**config.mk**
```make
export PLATFORM = sky130hd
export DESIGN_NAME = mifd_decoder
export DESIGN_NICKNAME = d
export VERILOG_FILES = /design/src/rtl/mifd_decoder.v
export VERILOG_INCLUDE_DIRS = /design/src /design/src/rtl
export SDC_FILE = /design/constraint.sdc
export NUM_CORES = 1
export LEC_CHECK = 0
export BUFFER_PORTS_ARGS = -buffer_cell sky130_fd_sc_hd__buf_4
export CAP_MARGIN = 20
export CORE_MARGIN = 2
export CORE_UTILIZATION = 58
export CTS_CLUSTER_SIZE = 10
export DETAILED_ROUTE_END_ITERATION = 8
export PLACE_DENSITY_LB_ADDON = 0.2
export SYNTH_ARGS = -nofsm -noshare
export SYNTH_HDL_FRONTEND = slang
export SYNTH_SLANG_ARGS = --single-unit
```
**constraint.sdc**
```tcl
create_clock -name clk -period 4.4 [get_ports clk]
set_clock_uncertainty 0.1 [all_clocks]
set_input_delay 0.66 -clock clk [delete_from_list [all_inputs] [get_ports clk]]
set_output_delay 0.66 -clock clk [all_outputs]
set_load 0.1 [all_outputs]
```
**src/rtl/mifd_consts.vh**
```
// Summary of operation
// RULE1 - instruction is one 16-bit word, opcode plus operands
// RULE2 - d=0 result to working register, d=1 to file
// RULE3 - s=0 result to file and working register
// RULE4 - file operand is 8-bit address 00h-FFh
// RULE5 - peripheral operand is 5-bit address 00h-1Fh
// RULE6 - i=1 increments table pointer after execution
// RULE7 - t selects table latch low or high byte
// RULE8 - bit field picks bit of addressed file
// RULE9 - literal decoded as 8 or 13 bits
// RULE10 - unused fields must be encoded as zero
// RULE11 - true test or pc change adds one cycle
// RULE12 - table accesses take two cycles, second nop
// RULE13 - one instruction cycle is four clock periods
// RULE14 - global interrupt disable is status bit 4
// RULE15 - 16-bit pointer, latch split in two bytes
// RULE16 - alu keeps carry, nibble carry, zero, overflow
// RULE17 - four phases: decode, read, process, write
// RULE18 - hardware status updates happen only in phase 1
// RULE19 - reserved opcodes behave as undefined no-ops
// RULE20 - extra cycle made by forcing next decode nop
`ifndef MIFD_CONSTS_VH
`define MIFD_CONSTS_VH
// phases
`define MIFD_Q1 2'h0
`define MIFD_Q2 2'h1
`define MIFD_Q3 2'h2
`define MIFD_Q4 2'h3
// seven-bit opcodes, d or s in bit 8
`define MIFD_OP_ADDWF  7'h07
`define MIFD_OP_ANDWF  7'h05
`define MIFD_OP_IORWF  7'h04
`define MIFD_OP_SUBWF  7'h02
`define MIFD_OP_DECF   7'h03
`define MIFD_OP_INCF   7'h0A
`define MIFD_OP_COMF   7'h09
`define MIFD_OP_DECFSZ 7'h0B
`define MIFD_OP_INCFSZ 7'h0F
`define MIFD_OP_CLRF   7'h14
`define MIFD_OP_SETF   7'h15
// eight-bit opcodes
`define MIFD_OP_NOP    8'h00
`define MIFD_OP_MOVWF  8'h01
`define MIFD_OP_CPFSEQ 8'h31
// three-bit groups
`define MIFD_OP_MOVPF  3'h2
`define MIFD_OP_MOVFP  3'h3
// table group in the top nibble
`define MIFD_OP_TABLE  4'hA
// status bit positions
`define MIFD_GID_BIT   4
`define MIFD_FLAG_C    0
`define MIFD_FLAG_DC   1
`define MIFD_FLAG_Z    2
`define MIFD_FLAG_OV   3
// register port indices
`define MIFD_REG_STAT  3'h0
`define MIFD_REG_ALU   3'h1
`define MIFD_REG_WORKING_REGISTER  3'h2
`define MIFD_REG_TPL   3'h3
`define MIFD_REG_TPH   3'h4
`define MIFD_REG_TLL   3'h5
`define MIFD_REG_TLH   3'h6
`define MIFD_REG_IRL   3'h7
// reset values
`define MIFD_RST_GID   1'h1
`define MIFD_RST_FLAGS 4'h0
`define MIFD_RST_BYTE  8'h00
`define MIFD_RST_WORD  16'h0000
`endif

```
**src/rtl/mifd_decoder.v**
```verilog
`include "mifd_consts.vh"
`default_nettype none
module mifd_decoder (
   // clock and reset
   input  wire        clk,
   input  wire        nrst,
   // program memory
   input  wire [15:0] instr_word,
   output reg         fetch_strobe,
   // data memory
   input  wire [7:0]  file_rdata,
   output reg  [7:0]  file_addr,
   output reg         file_rd,
   output reg  [7:0]  file_wdata,
   output reg         file_we,
   // decoded operand fields
   output reg  [4:0]  periph_addr,
   output reg  [2:0]  bit_sel,
   output reg  [7:0]  lit8,
   output reg  [12:0] lit13,
   // sequencer
   input  wire        pc_change,
   output reg  [1:0]  phase,
   output reg         nop_cycle,
   output reg         skip_taken,
   output reg         reserved_op,
   output reg         unused_err,
   output reg         global_interrupt_disable,
   output reg  [15:0] table_pointer,
   // register port
   input  wire [2:0]  reg_addr,
   input  wire [7:0]  reg_wdata,
   input  wire        reg_wr,
   input  wire        reg_rd,
   output reg  [7:0]  reg_rdata
);

   localparam ALU_NONE = 4'h0;
   localparam ALU_ADD  = 4'h1;
   localparam ALU_SUB  = 4'h2;
   localparam ALU_INC  = 4'h3;
   localparam ALU_DEC  = 4'h4;
   localparam ALU_AND  = 4'h5;
   localparam ALU_IOR  = 4'h6;
   localparam ALU_COM  = 4'h7;
   localparam ALU_PASW = 4'h8;
   localparam ALU_PASF = 4'h9;
   localparam ALU_CLR  = 4'hA;
   localparam ALU_SET  = 4'hB;
   localparam ALU_CMP  = 4'hC;
   localparam ALU_TLRD = 4'hD;
   localparam ALU_TLWT = 4'hE;

   reg  [15:0] ir;
   reg  [7:0]  working_register;
   reg  [3:0]  alu_flags;
   reg  [3:0]  pend_flags;
   reg  [3:0]  pend_mask;
   reg  [7:0]  table_latch_low;
   reg  [7:0]  table_latch_high;
   reg  [7:0]  opnd;
   reg  [7:0]  result;
   reg         res_zero;
   reg         force_nop;
   // latched decode of the current word
   reg  [3:0]  alu_op;
   reg         dst_w;
   reg         dst_f;
   reg         is_skip;
   reg         is_tbl;
   reg         tbl_inc;
   reg         tbl_hi;
   reg  [7:0]  src_addr;
   reg  [7:0]  dst_addr;
   reg  [3:0]  upd_mask;

   // combinational decode
   reg  [3:0]  next_alu_op;
   reg         next_dst_w;
   reg         next_dst_f;
   reg         next_skip;
   reg         next_tbl;
   reg         next_rsvd;
   reg         next_unused;
   reg  [7:0]  next_src;
   reg  [7:0]  next_dst;
   reg  [3:0]  next_mask;

   wire [6:0]  op7 = ir[15:9];
   wire [7:0]  op8 = ir[15:8];
   wire        dbit = ir[8];

   always @* begin
      next_alu_op = ALU_NONE;
      next_dst_w  = 1'b0;
      next_dst_f  = 1'b0;
      next_skip   = 1'b0;
      next_tbl    = 1'b0;
      next_rsvd   = 1'b0;
      next_unused = 1'b0;
      next_src    = ir[7:0]; // RULE4
      next_dst    = ir[7:0];
      next_mask   = 4'h0;
      // RULE1
      if (ir[15:13] == `MIFD_OP_MOVPF) begin
         next_alu_op = ALU_PASF;
         next_src    = {3'h0, ir[12:8]}; // RULE5
         next_dst_f  = 1'b1;
         next_mask   = 4'h4;
      end else if (ir[15:13] == `MIFD_OP_MOVFP) begin
         next_alu_op = ALU_PASF;
         next_dst    = {3'h0, ir[12:8]}; // RULE5
         next_dst_f  = 1'b1;
      end else if (ir[15:12] == `MIFD_OP_TABLE) begin
         next_tbl    = 1'b1;
         next_alu_op = ir[10] ? ALU_TLWT : ALU_TLRD;
         next_dst_f  = ~ir[10];
      end else if (op8 == `MIFD_OP_NOP) begin
         next_unused = (ir[7:0] != 8'h00); // RULE10
      end else if (op8 == `MIFD_OP_MOVWF) begin
         next_alu_op = ALU_PASW;
         next_dst_f  = 1'b1;
      end else if (op8 == `MIFD_OP_CPFSEQ) begin
         next_alu_op = ALU_CMP;
         next_skip   = 1'b1;
      end else begin
         case (op7)
            `MIFD_OP_ADDWF:  next_alu_op = ALU_ADD;
            `MIFD_OP_SUBWF:  next_alu_op = ALU_SUB;
            `MIFD_OP_INCF:   next_alu_op = ALU_INC;
            `MIFD_OP_DECF:   next_alu_op = ALU_DEC;
            `MIFD_OP_ANDWF:  next_alu_op = ALU_AND;
            `MIFD_OP_IORWF:  next_alu_op = ALU_IOR;
            `MIFD_OP_COMF:   next_alu_op = ALU_COM;
            `MIFD_OP_INCFSZ: next_alu_op = ALU_INC;
            `MIFD_OP_DECFSZ: next_alu_op = ALU_DEC;
            `MIFD_OP_CLRF:   next_alu_op = ALU_CLR;
            `MIFD_OP_SETF:   next_alu_op = ALU_SET;
            default:         next_rsvd   = 1'b1; // RULE19
         endcase
         if (op7 == `MIFD_OP_CLRF || op7 == `MIFD_OP_SETF) begin
            next_dst_f = 1'b1; // RULE3
            next_dst_w = ~dbit;
         end else if (!next_rsvd) begin
            next_dst_f = dbit; // RULE2
            next_dst_w = ~dbit;
         end
         if (op7 == `MIFD_OP_INCFSZ || op7 == `MIFD_OP_DECFSZ) begin
            next_skip = 1'b1;
         end else if (next_alu_op == ALU_ADD || next_alu_op == ALU_SUB ||
                      next_alu_op == ALU_INC || next_alu_op == ALU_DEC) begin
            next_mask = 4'hF; // RULE16
         end else if (next_alu_op == ALU_AND || next_alu_op == ALU_IOR ||
                      next_alu_op == ALU_COM) begin
            next_mask = 4'h4;
         end
      end
   end

   // shared adder covers add, subtract, increment, decrement
   reg  [7:0]  add_y;
   reg         add_cin;
   wire [8:0]  sum9 = {1'b0, opnd} + {1'b0, add_y} + {8'h00, add_cin};
   wire [4:0]  nib  = {1'b0, opnd[3:0]} + {1'b0, add_y[3:0]} + {4'h0, add_cin};
   wire        sum_ov = (opnd[7] == add_y[7]) && (sum9[7] != opnd[7]);

   always @* begin
      add_y   = 8'h00;
      add_cin = 1'b0;
      case (alu_op)
         ALU_ADD: add_y = working_register;
         ALU_SUB: begin
            add_y   = ~working_register;
            add_cin = 1'b1;
         end
         ALU_INC: add_cin = 1'b1;
         ALU_DEC: add_y = 8'hFF;
         default: add_y = 8'h00;
      endcase
   end

   // phase counter and datapath
   always @(posedge clk or negedge nrst) begin
      if (!nrst) begin
         phase        <= `MIFD_Q1;
         ir           <= `MIFD_RST_WORD;
         force_nop    <= 1'b1;
         nop_cycle    <= 1'b1;
         fetch_strobe <= 1'b0;
         file_addr    <= `MIFD_RST_BYTE;
         file_rd      <= 1'b0;
         file_wdata   <= `MIFD_RST_BYTE;
         file_we      <= 1'b0;
         periph_addr  <= 5'h00;
         bit_sel      <= 3'h0;
         lit8         <= `MIFD_RST_BYTE;
         lit13        <= 13'h0000;
         skip_taken   <= 1'b0;
         reserved_op  <= 1'b0;
         unused_err   <= 1'b0;
         alu_op       <= ALU_NONE;
         dst_w        <= 1'b0;
         dst_f        <= 1'b0;
         is_skip      <= 1'b0;
         is_tbl       <= 1'b0;
         tbl_inc      <= 1'b0;
         tbl_hi       <= 1'b0;
         src_addr     <= `MIFD_RST_BYTE;
         dst_addr     <= `MIFD_RST_BYTE;
         upd_mask     <= 4'h0;
         opnd         <= `MIFD_RST_BYTE;
         result       <= `MIFD_RST_BYTE;
         res_zero     <= 1'b0;
         pend_flags   <= `MIFD_RST_FLAGS;
         pend_mask    <= 4'h0;
      end else begin
         phase        <= phase + 2'h1; // RULE13
         fetch_strobe <= (phase == `MIFD_Q3);
         file_rd      <= 1'b0;
         file_we      <= 1'b0;
         case (phase) // RULE17
            `MIFD_Q1: begin
               // a forced nop keeps the fetched word but drops its effects
               nop_cycle   <= force_nop; // RULE20
               skip_taken  <= 1'b0;
               alu_op      <= force_nop ? ALU_NONE : next_alu_op;
               dst_w       <= ~force_nop & next_dst_w;
               dst_f       <= ~force_nop & next_dst_f;
               is_skip     <= ~force_nop & next_skip;
               is_tbl      <= ~force_nop & next_tbl;
               tbl_inc     <= ir[8]; // RULE6
               tbl_hi      <= ir[9]; // RULE7
               upd_mask    <= force_nop ? 4'h0 : next_mask;
               reserved_op <= ~force_nop & next_rsvd;
               unused_err  <= ~force_nop & next_unused;
               src_addr    <= next_src;
               dst_addr    <= next_dst;
               periph_addr <= ir[12:8];
               bit_sel     <= ir[10:8]; // RULE8
               lit8        <= ir[7:0]; // RULE9
               lit13       <= ir[12:0];
               pend_mask   <= 4'h0;
               file_addr   <= next_src;
               file_rd     <= ~force_nop;
            end
            `MIFD_Q2: begin
               opnd <= file_rdata;
            end
            `MIFD_Q3: begin
               case (alu_op)
                  ALU_ADD, ALU_SUB, ALU_INC, ALU_DEC: result <= sum9[7:0];
                  ALU_AND:  result <= opnd & working_register;
                  ALU_IOR:  result <= opnd | working_register;
                  ALU_COM:  result <= ~opnd;
                  ALU_PASW: result <= working_register;
                  ALU_CLR:  result <= 8'h00;
                  ALU_SET:  result <= 8'hFF;
                  ALU_TLRD: result <= tbl_hi ? table_latch_high : table_latch_low;
                  default:  result <= opnd;
               endcase
               if (alu_op == ALU_CMP)
                  res_zero <= (opnd == working_register);
               else
                  res_zero <= (sum9[7:0] == 8'h00);
               pend_flags[`MIFD_FLAG_C]  <= sum9[8];
               pend_flags[`MIFD_FLAG_DC] <= nib[4];
               pend_flags[`MIFD_FLAG_OV] <= sum_ov;
               pend_flags[`MIFD_FLAG_Z]  <= 1'b0;
               file_addr <= dst_addr;
            end
            default: begin
               file_wdata <= result;
               file_we    <= dst_f;
               skip_taken <= is_skip & res_zero;
               pend_flags[`MIFD_FLAG_Z] <= (result == 8'h00);
               pend_mask  <= upd_mask;
               // next word is sampled as the cycle closes
               ir         <= instr_word;
               force_nop  <= (is_skip & res_zero) | pc_change | is_tbl; // RULE11 RULE12
            end
         endcase
      end
   end

   // software-visible state; hardware updates win over a same-cycle write
   reg [7:0] rd_mux;
   always @* begin
      case (reg_addr)
         `MIFD_REG_STAT: rd_mux = {3'h0, global_interrupt_disable, 4'h0};
         `MIFD_REG_ALU:  rd_mux = {4'h0, alu_flags};
         `MIFD_REG_WORKING_REGISTER: rd_mux = working_register;
         `MIFD_REG_TPL:  rd_mux = table_pointer[7:0];
         `MIFD_REG_TPH:  rd_mux = table_pointer[15:8];
         `MIFD_REG_TLL:  rd_mux = table_latch_low;
         `MIFD_REG_TLH:  rd_mux = table_latch_high;
         default:        rd_mux = ir[7:0];
      endcase
   end

   wire q1 = (phase == `MIFD_Q1);
   wire q4 = (phase == `MIFD_Q4);

   always @(posedge clk or negedge nrst) begin
      if (!nrst) begin
         reg_rdata                <= `MIFD_RST_BYTE;
         global_interrupt_disable <= `MIFD_RST_GID;
         alu_flags                <= `MIFD_RST_FLAGS;
         working_register         <= `MIFD_RST_BYTE;
         table_pointer            <= `MIFD_RST_WORD;
         table_latch_low          <= `MIFD_RST_BYTE;
         table_latch_high         <= `MIFD_RST_BYTE;
      end else begin
         reg_rdata <= reg_rd ? rd_mux : 8'h00;
         if (reg_wr && reg_addr == `MIFD_REG_STAT)
            global_interrupt_disable <= reg_wdata[`MIFD_GID_BIT]; // RULE14
         // flags commit only at phase 1, so read-modify-write keeps them
         if (q1 && pend_mask != 4'h0)
            alu_flags <= (alu_flags & ~pend_mask) | (pend_flags & pend_mask); // RULE18
         else if (reg_wr && reg_addr == `MIFD_REG_ALU)
            alu_flags <= reg_wdata[3:0];
         if (q4 && dst_w)
            working_register <= result;
         else if (reg_wr && reg_addr == `MIFD_REG_WORKING_REGISTER)
            working_register <= reg_wdata;
         // pointer steps once the table instruction has executed
         if (q4 && is_tbl && tbl_inc)
            table_pointer <= table_pointer + 16'h0001; // RULE6 RULE15
         else if (reg_wr && reg_addr == `MIFD_REG_TPL)
            table_pointer[7:0] <= reg_wdata;
         else if (reg_wr && reg_addr == `MIFD_REG_TPH)
            table_pointer[15:8] <= reg_wdata;
         if (q4 && alu_op == ALU_TLWT && !tbl_hi)
            table_latch_low <= opnd; // RULE7
         else if (reg_wr && reg_addr == `MIFD_REG_TLL)
            table_latch_low <= reg_wdata;
         if (q4 && alu_op == ALU_TLWT && tbl_hi)
            table_latch_high <= opnd; // RULE7
         else if (reg_wr && reg_addr == `MIFD_REG_TLH)
            table_latch_high <= reg_wdata;
      end
   end

endmodule
`default_nettype wire

```
==> reports/metrics.cfg, run 1 <==
[outcome]
status = finished clean

[hold_path]
hold_path.class = input port to asynchronous set/reset pin

[pwr]
p_comb_share_pct = 28.3
powerDensity_nw_per_um2 = 441.5
switchingPower_mw = 1.804
power_mw = 4.496
clkPwrFrac_pct = 32.4
ir_drop_uv = 291.8
internal_power_mw = 2.692
swShare_pct = 40.13
p_seq_share_pct = 39.3
p_leak_nw = 4.678

[grt]
grt_max_degree = 90
grt_usage_pct = 31.93
grt_pass1_wl_mm = 40.08
grt-ovfl-total = 0
antenna_found_initial = 0
grt_pass1_vias = 7276

[die]
core_area_um2 = 14640
std_cell_rows = 44
die_h_um = 126.9
fp.dieArea_um2 = 16120
initial_core_util_pct = 59.87
boundaryPins = 119
die_w_um = 126.9

[drt]
drt-wirelength-per-cell_um = 20.16
first_pass_iters = 7
ant_nets = 0
drt-total-wl_mm = 25.23
vias = 7814
drt_iter0_markers = 865
vias_per_cell = 6.246
drcViolationCount = 0

[clock_tree]
cts_setup_buffers = 0
cts.repair.resized = 0
clockRootBuffer = clkbuf_16
numCtsBuffers = 17
htree_levels = 4
clock_sinks = 149
hold_buffers = 0
clk_latency_ps = 440
cts_tree = built
cts_buffer_depth = 2
clk_pin_slew_worst_paths_ps = 70

[cells_and_area]
mostFrequentLayoutCells = dfrtp_1 (146), buf_4 (128), nand2_1 (108)
n_antenna_cell = 0
fin_nets = 1124
area_growth_pct = 16.17
final_common_cell = dfrtp_1
stdcell_count = 1251
drive_above_1_share_pct = 20.99

[synthesis]
netlist-cell-type-count = 70
synth_seq_cells = 149
synth-warning-count = 0
seq_area_frac_synth_pct = 42.57
synth_ff_type = dfrtp_1
syn_nets = 1050
async_flop_share_pct = 100.0
syn_area_um2 = 8767
syn_area_per_cell_um2 = 8.946
synth_edf_count = 0
synthCells = 980

[worst_setup_path]
startpoint_type = register
crit_family = adder cells
slowest_delay_ps = 460
timing.critical_path.buf_inv = 2
crit_slowest_cell = fa_1
path_cells = buf_4 -> nor2b_1 -> nor2b_1 -> and2_0 -> o21ai_0 -> fa_1 -> fa_1 -> xnor2_1 -> inv_1 -> maj3_1 -> a221oi_1 -> nor4_1 -> o22ai_1
crit_path_end_kind = register
critical_path_required_ps = 4660
crit_type = register to register
critical_path_peak_fanout = 18
worstPathArrival_ps = 3760

[sta]
period_minus_slack_ps = 3502
rsz0062_at_grt = false
final.setup.tns_ps = 0
finalCritPeriodShare_pct = 79.60
slew_headroom_pct = 24.79
tightest_slew_ps = 1128
hold_violations = 0
setup_viol = 0
slew_viol_final = 0
max_freq_mhz = 285.5
setup_ws_ps = 897.6

[placement]
place_inst = 1219
io_buffers = 118
gp_congestion = 0.9553
detailed_place_hpwl_mm = 17.95
pre_cts_ws_ps = 947.6

[job]
maxCapViolCount = 0

-- through the flow --
| step | hold slack, ps | util, % | instance area (um2) |
|---|---|---|---|
| after detailed placement | 363.7 | 65.54 | 9598 |
| final | 199.1 | 69.55 | 10180 |
| after global routing | 256.3 | 69.55 | 10180 |
| after floorplan | 264.4 | - | 8767 |
| after global placement | 355.8 | 65.54 | 9598 |
| after CTS | 231.4 | 69.55 | 10180 |
-- Yosys cell counts, types with 6 or more instances --
cell type,count,share of area [%]
dfrtp_1,146,42
and3_1,11,0.78
a221oi_1,6,0.60
ha_1,28,4.0
mux2_2,44,5.7
inv_1,36,1.5
a211oi_1,9,0.77
xnor2_1,6,0.60
o2bb2ai_1,8,0.80
clkbuf_1,42,1.8
o22ai_1,12,0.86
mux2i_1,41,4.7
buf_4,18,1.5
nand3_1,30,1.7
nor4_1,7,0.50
nand2_1,108,4.6
buf_2,9,0.51
a21oi_1,83,4.7
o21ai_0,89,5.1
nand2b_1,8,0.57
nor2_1,107,4.6
nor2b_1,16,1.1
nor3_1,13,0.74
-- area by class of cell --
type                    instances  area, um2
clock buffers                  17      425.4
fillers                      1200       4459
repair buffers                129      972.2
inverters                      39      146.4
well taps                     184      230.2
flip-flops and latches        149       3732
multi-input cells             718       4517
clock inverters                15      161.4
-- power by group through the flow --
| stage | sequential [mW] | combinational (mW) | clock [mW] |
|---|---|---|---|
| floorplan | 2.17 | 0.498 | 0 |
| global placement | 1.78 | 1.25 | 0 |
| detailed placement | 1.78 | 1.26 | 0 |
| CTS | 1.75 | 1.27 | 1.46 |
| global route | 1.78 | 1.35 | 1.54 |
| finish | 1.77 | 1.27 | 1.46 |
-- path summary, 6_finish.rpt --
check / from / to / slack (ps) / depth (start not counted)
worst max-delay path: alu_op[1] / result[2] / 900 / 13
worst min-delay path: nrst / table_pointer[10] / 200 / 1
worst max register to register: alu_op[1] / result[2] / 900 / 13
worst min register to register: nop_cycle / nop_cycle / 370 / 2
max in group asynchronous: nrst / nop_cycle / 3060 / 2
min in group clk: instr_word[10] / ir[10] / 330 / 3
-- worst reg2reg max path, delay by kind of cell, from the launching register on --
kind | cells | cell delay (ps)
fa+ha+maj | 3 | 1230
simple gates | 4 | 710
buf+inv | 2 | 280
flops | 1 | 380
xor+xnor | 1 | 260
compound gates | 3 | 490
-- kinds of logic after synthesis --
logic type                 Yosys count  share of synthesized area (%)
DFF                                149                          42.57
xor gates and xnor gates             8                         0.7992
AOI/OAI and AO/OA                  274                          19.47
and+or+nand+nor                    318                          16.13
adders and majority gates           33                          4.795
muxes                               85                          10.33
buffers and inverters              113                          5.908
-- sequential cells by signal (all words and copies together), names as in the netlist, 4 cells and up, named ones only --
signal,count
table_latch_low,8
periph_addr,5
file_wdata,8
result,8
ir,16
alu_op,4
opnd,8
lit8,7
reg_rdata,8
pend_flags,4
working_register,8
table_pointer,16
file_addr,8
table_latch_high,8
dst_addr,8
-- routing by layer --
metal / up-vias / wire (um) / global-route usage, %
li1: 3625 / - / -
met1: 3752 / 10950 / 45.66
met2: 372 / 11580 / 49.24
met3: 65 / 1901 / 5.947
met4: 0 / 786 / 11.05
met5: - / 0 / 0
Note: power is estimated with default switching activity, not from simulation.
==> inputs of run 2 (changes only) <==
Settings changed: ABC_AREA from default to 1, CORE_UTILIZATION 58 to 53.
Clock period 4.4 ns to 3.1 ns, I/O delays scaled along.
==> run 2 against run 1 <==
Effect of this change: register-to-register slack worse by 540 ps; total power is 46% higher; critical path depth up 3; cell count is 16% higher; critical path type unchanged; critical endpoint is now res_zero.
==> reports/metrics.cfg, run 2 <==
[die]
die_w_um = 131.2  ; was 126.9 um
fp.dieArea_um2 = 17210  ; was 16120 um2
boundaryPins = 119  ; unchanged
die_h_um = 131.2  ; was 126.9 um
std_cell_rows = 46  ; was 44
core_area_um2 = 15830  ; was 14640 um2
initial_core_util_pct = 54.18  ; was 59.87%

[placement]
detailed_place_hpwl_mm = 19.50  ; was 17.95 mm
dpl-instance-area_um2 = 9552  ; was 9598 um2
gp_congestion = 1.001  ; was 0.9553
io_buffers = 118  ; unchanged

[synthesis]
netlist_top_cells_count = nand2_1 (319), dfrtp_1 (146), inv_1 (130), o21ai_0 (97), nor2_1 (83)  ; was dfrtp_1 (146), nand2_1 (108), nor2_1 (107), o21ai_0 (89), a21oi_1 (83)
syn_area_um2 = 8576  ; was 8767 um2
synth_edf_count = 0  ; unchanged
synth_top_family_by_area = simple AND/OR/NAND/NOR gates  ; was compound AO/OA/AOI/OAI gates
syn_area_per_cell_um2 = 7.636  ; was 8.946 um2
synth_ff_type = dfrtp_1  ; unchanged
synthMuxAreaShare_pct = 0  ; was 10.33%
syn_nets = 1193  ; was 1050
synth_top_area_share_pct = 42.60  ; was 41.67%
yosys.area_share.simple_pct = 26.55  ; was 16.13%
synth-warning-count = 0  ; unchanged
yosysTopAreaCell = dfrtp_1  ; unchanged
synth_compound_area_share_pct = 16.06  ; was 19.47%
synthTopCellsByArea = dfrtp_1 (43%), nand2_1 (14%), inv_1 (5.7%), o21ai_0 (5.7%), ha_1 (4.1%)  ; was dfrtp_1 (42%), mux2_2 (5.7%), o21ai_0 (5.1%), a21oi_1 (4.7%), mux2i_1 (4.7%)
synth_fa_ha_area_share_pct = 4.552  ; was 4.795%
yosysMostFrequentCell = nand2_1  ; was dfrtp_1
seq_area_frac_synth_pct = 43.52  ; was 42.57%
synthCells = 1123  ; was 980
synth_seq_cells = 149  ; unchanged
synthXorXnorAreaFrac_pct = 0.3064  ; was 0.7992%
async_flop_share_pct = 100.0  ; unchanged
netlist-cell-type-count = 37  ; was 70

[sta]
timing.hold.ws_ps = 138.5  ; was 199.1 ps
slew_headroom_pct = 51.65  ; was 24.79%
finalCritPeriodShare_pct = 88.49  ; was 79.60%
final.setup.tns_ps = 0  ; unchanged
max_freq_mhz = 364.5  ; was 285.5 MHz
period_minus_slack_ps = 2743  ; was 3502 ps
setup_viol = 0  ; unchanged
hold_violations = 0  ; unchanged
slew_viol_final = 0  ; unchanged
tightest_slew_ps = 725.3  ; was 1128 ps

[clock_tree]
numCtsBuffers = 17  ; unchanged
cts_setup_buffers = 0  ; unchanged
clk_latency_ps = 430  ; was 440 ps
clk_pin_slew_worst_paths_ps = 60  ; was 70 ps
htree_levels = 4  ; unchanged
clockRootBuffer = clkbuf_16  ; unchanged
cts_tree = built  ; unchanged
cts_buffer_depth = 2  ; unchanged
clock_sinks = 149  ; unchanged

[worst_setup_path]
path_cells = nor2_2 -> inv_1 -> nor2_1 -> inv_2 -> o21ai_1 -> a21oi_1 -> fa_2 -> fa_2 -> nand2_1 -> inv_1 -> nand2_1 -> nor2_1 -> nand2_1 -> nor2_1 -> nand4_1 -> a21oi_1  ; was buf_4 -> nor2b_1 -> nor2b_1 -> and2_0 -> o21ai_0 -> fa_1 -> fa_1 -> xnor2_1 -> inv_1 -> maj3_1 -> a221oi_1 -> nor4_1 -> o22ai_1
crit_slowest_cell = fa_2  ; was fa_1
critical_path_required_ps = 3360  ; was 4660 ps
rr_worst_depth = 16  ; was 13
startpoint_type = register  ; unchanged
crit_type = register to register  ; unchanged
worstPathArrival_ps = 3000  ; was 3760 ps
crit_path_end_kind = register  ; unchanged
slowest_delay_ps = 550  ; was 460 ps
critical_path_peak_fanout = 8  ; was 18

[hold_path]
hold_path.class = input port to register  ; was input port to asynchronous set/reset pin
whs_path_depth = 3

[cells_and_area]
fin_nets = 1291  ; was 1124
final_common_cell = nand2_1  ; was dfrtp_1
area_growth_pct = 19.07  ; was 16.17%
n_antenna_cell = 0  ; unchanged
fillerInstances = 1448  ; was 1200
final_area_um2 = 10210  ; was 10180 um2
drive_above_1_share_pct = 15.88  ; was 20.99%
mostFrequentLayoutCells = nand2_1 (319), dfrtp_1 (145), inv_1 (129)  ; was dfrtp_1 (146), buf_4 (128), nand2_1 (108)
reg_top3 = ir x16, table_pointer x16  ; unchanged

[grt]
grt_pass1_vias = 7842  ; was 7276
antenna_found_initial = 0  ; unchanged
grt-ovfl-total = 0  ; unchanged
grt_usage_pct = 30.88  ; was 31.93%
grt_max_degree = 54  ; was 90
grt_pass1_wl_mm = 42.00  ; was 40.08 mm

[pwr]
powerDensity_nw_per_um2 = 642.8  ; was 441.5 nW/um2
ir_drop_uv = 565.0  ; was 291.8 uV
p_leak_nw = 5.018  ; was 4.678 nW

[outcome]
status = finished clean  ; unchanged

[drt]
vias = 8248  ; was 7814
drt_iter0_markers = 725  ; was 865
drt-wirelength-per-cell_um = 18.05  ; was 20.16 um
first_pass_iters = 6  ; was 7
drt-total-wl_mm = 26.18  ; was 25.23 mm
drcViolationCount = 0  ; unchanged
vias_per_cell = 5.688  ; was 6.246
ant_nets = 0  ; unchanged

[job]
maxCapViolCount = 0  ; unchanged

-- run 2: cell types whose count changed after synthesis, sizes merged, moves of 40 or more --
| cell | previous run | this run |
|---|---|---|
| mux2i | 41 | 0 |
| nand2 | 108 | 324 |
| nand3 | 30 | 70 |
| mux2 | 44 | 0 |
| inv | 36 | 136 |
| a21oi | 83 | 31 |
-- run 2: worst max-delay path, delay by kind of cell, from the launching register on --
kind	cells	cell delay, ps
compound gates	3	310
simple gates	8	650
fa+ha+maj	2	940
flops	1	440
buf+inv	3	220
-- run 2: stage by stage --
stage	setup WS (ps)	power (mW)	cells	utilization (%)
2_1_floorplan	415.3	3.776	1123	-
3_3_place_gp	248.2	4.276	1417	60.35
3_5_place_dp	202.2	4.303	1417	60.35
4_1_cts	197.5	6.569	1450	64.44
5_1_grt	-18.69	6.832	1450	64.51
6_report	356.7	6.564	1450	64.51
-- run 2: where the power goes --
group,switching [mW],internal [mW],leakage (nW),total (mW)
Clock,0.840,1.43,0.305,2.27
Combinational,1.46,0.450,2.90,1.91
Sequential,0.201,2.18,1.81,2.38
-- run 2: area by class of cell --
cell class | count | area, um2 | area share (%)
Timing Repair Buffer | 126 | 977.2 | 9.570
Sequential cell | 149 | 3734 | 36.56
Tap cell | 216 | 270.3 | 2.647
Multi-Input combinational cell | 791 | 4081 | 39.97
Inverter | 136 | 510.5 | 4.999
Clock inverter | 12 | 201.4 | 1.973
Clock buffer | 20 | 436.7 | 4.276
-- run 2: repair_timing --
| item | CTS | global route |
|---|---|---|
| resized for setup | 0 | 7 |
| endpoints found under the setup margin | 0 | 4 |
| hold buffers | 1 | 0 |
| hold endpoints to repair | 50 | 0 |
-- run 2: logic make-up after synthesis --
logic type               after synthesis
AND/OR/NAND/NOR                      530
adder cells (fa/ha/maj)               30
AO/OA/AOI/OAI                        228
XOR/XNOR                               3
flip-flops                           149
buffers and inverters                183
-- run 2: routing by layer --
metal  track usage (%)  wire, um  vias up
li1                  -         -     3926
met1             41.67     11160     3874
met2             49.27     12190      389
met3             6.289      1970       59
met4             11.90       856        0
met5                 0         0        -
-- run 2: path summary, 6_finish.rpt --
kind / startpoint / endpoint / slack [ps]
worst max register to register: alu_op[3] / res_zero / 360
worst min-delay path: file_rdata[3] / opnd[3] / 140
worst max-delay path: alu_op[3] / res_zero / 360
max in group asynchronous: nrst / force_nop / 1700
min in group asynchronous: nrst / table_pointer[11] / 470
worst min register to register: upd_mask[2] / upd_mask[2] / 380
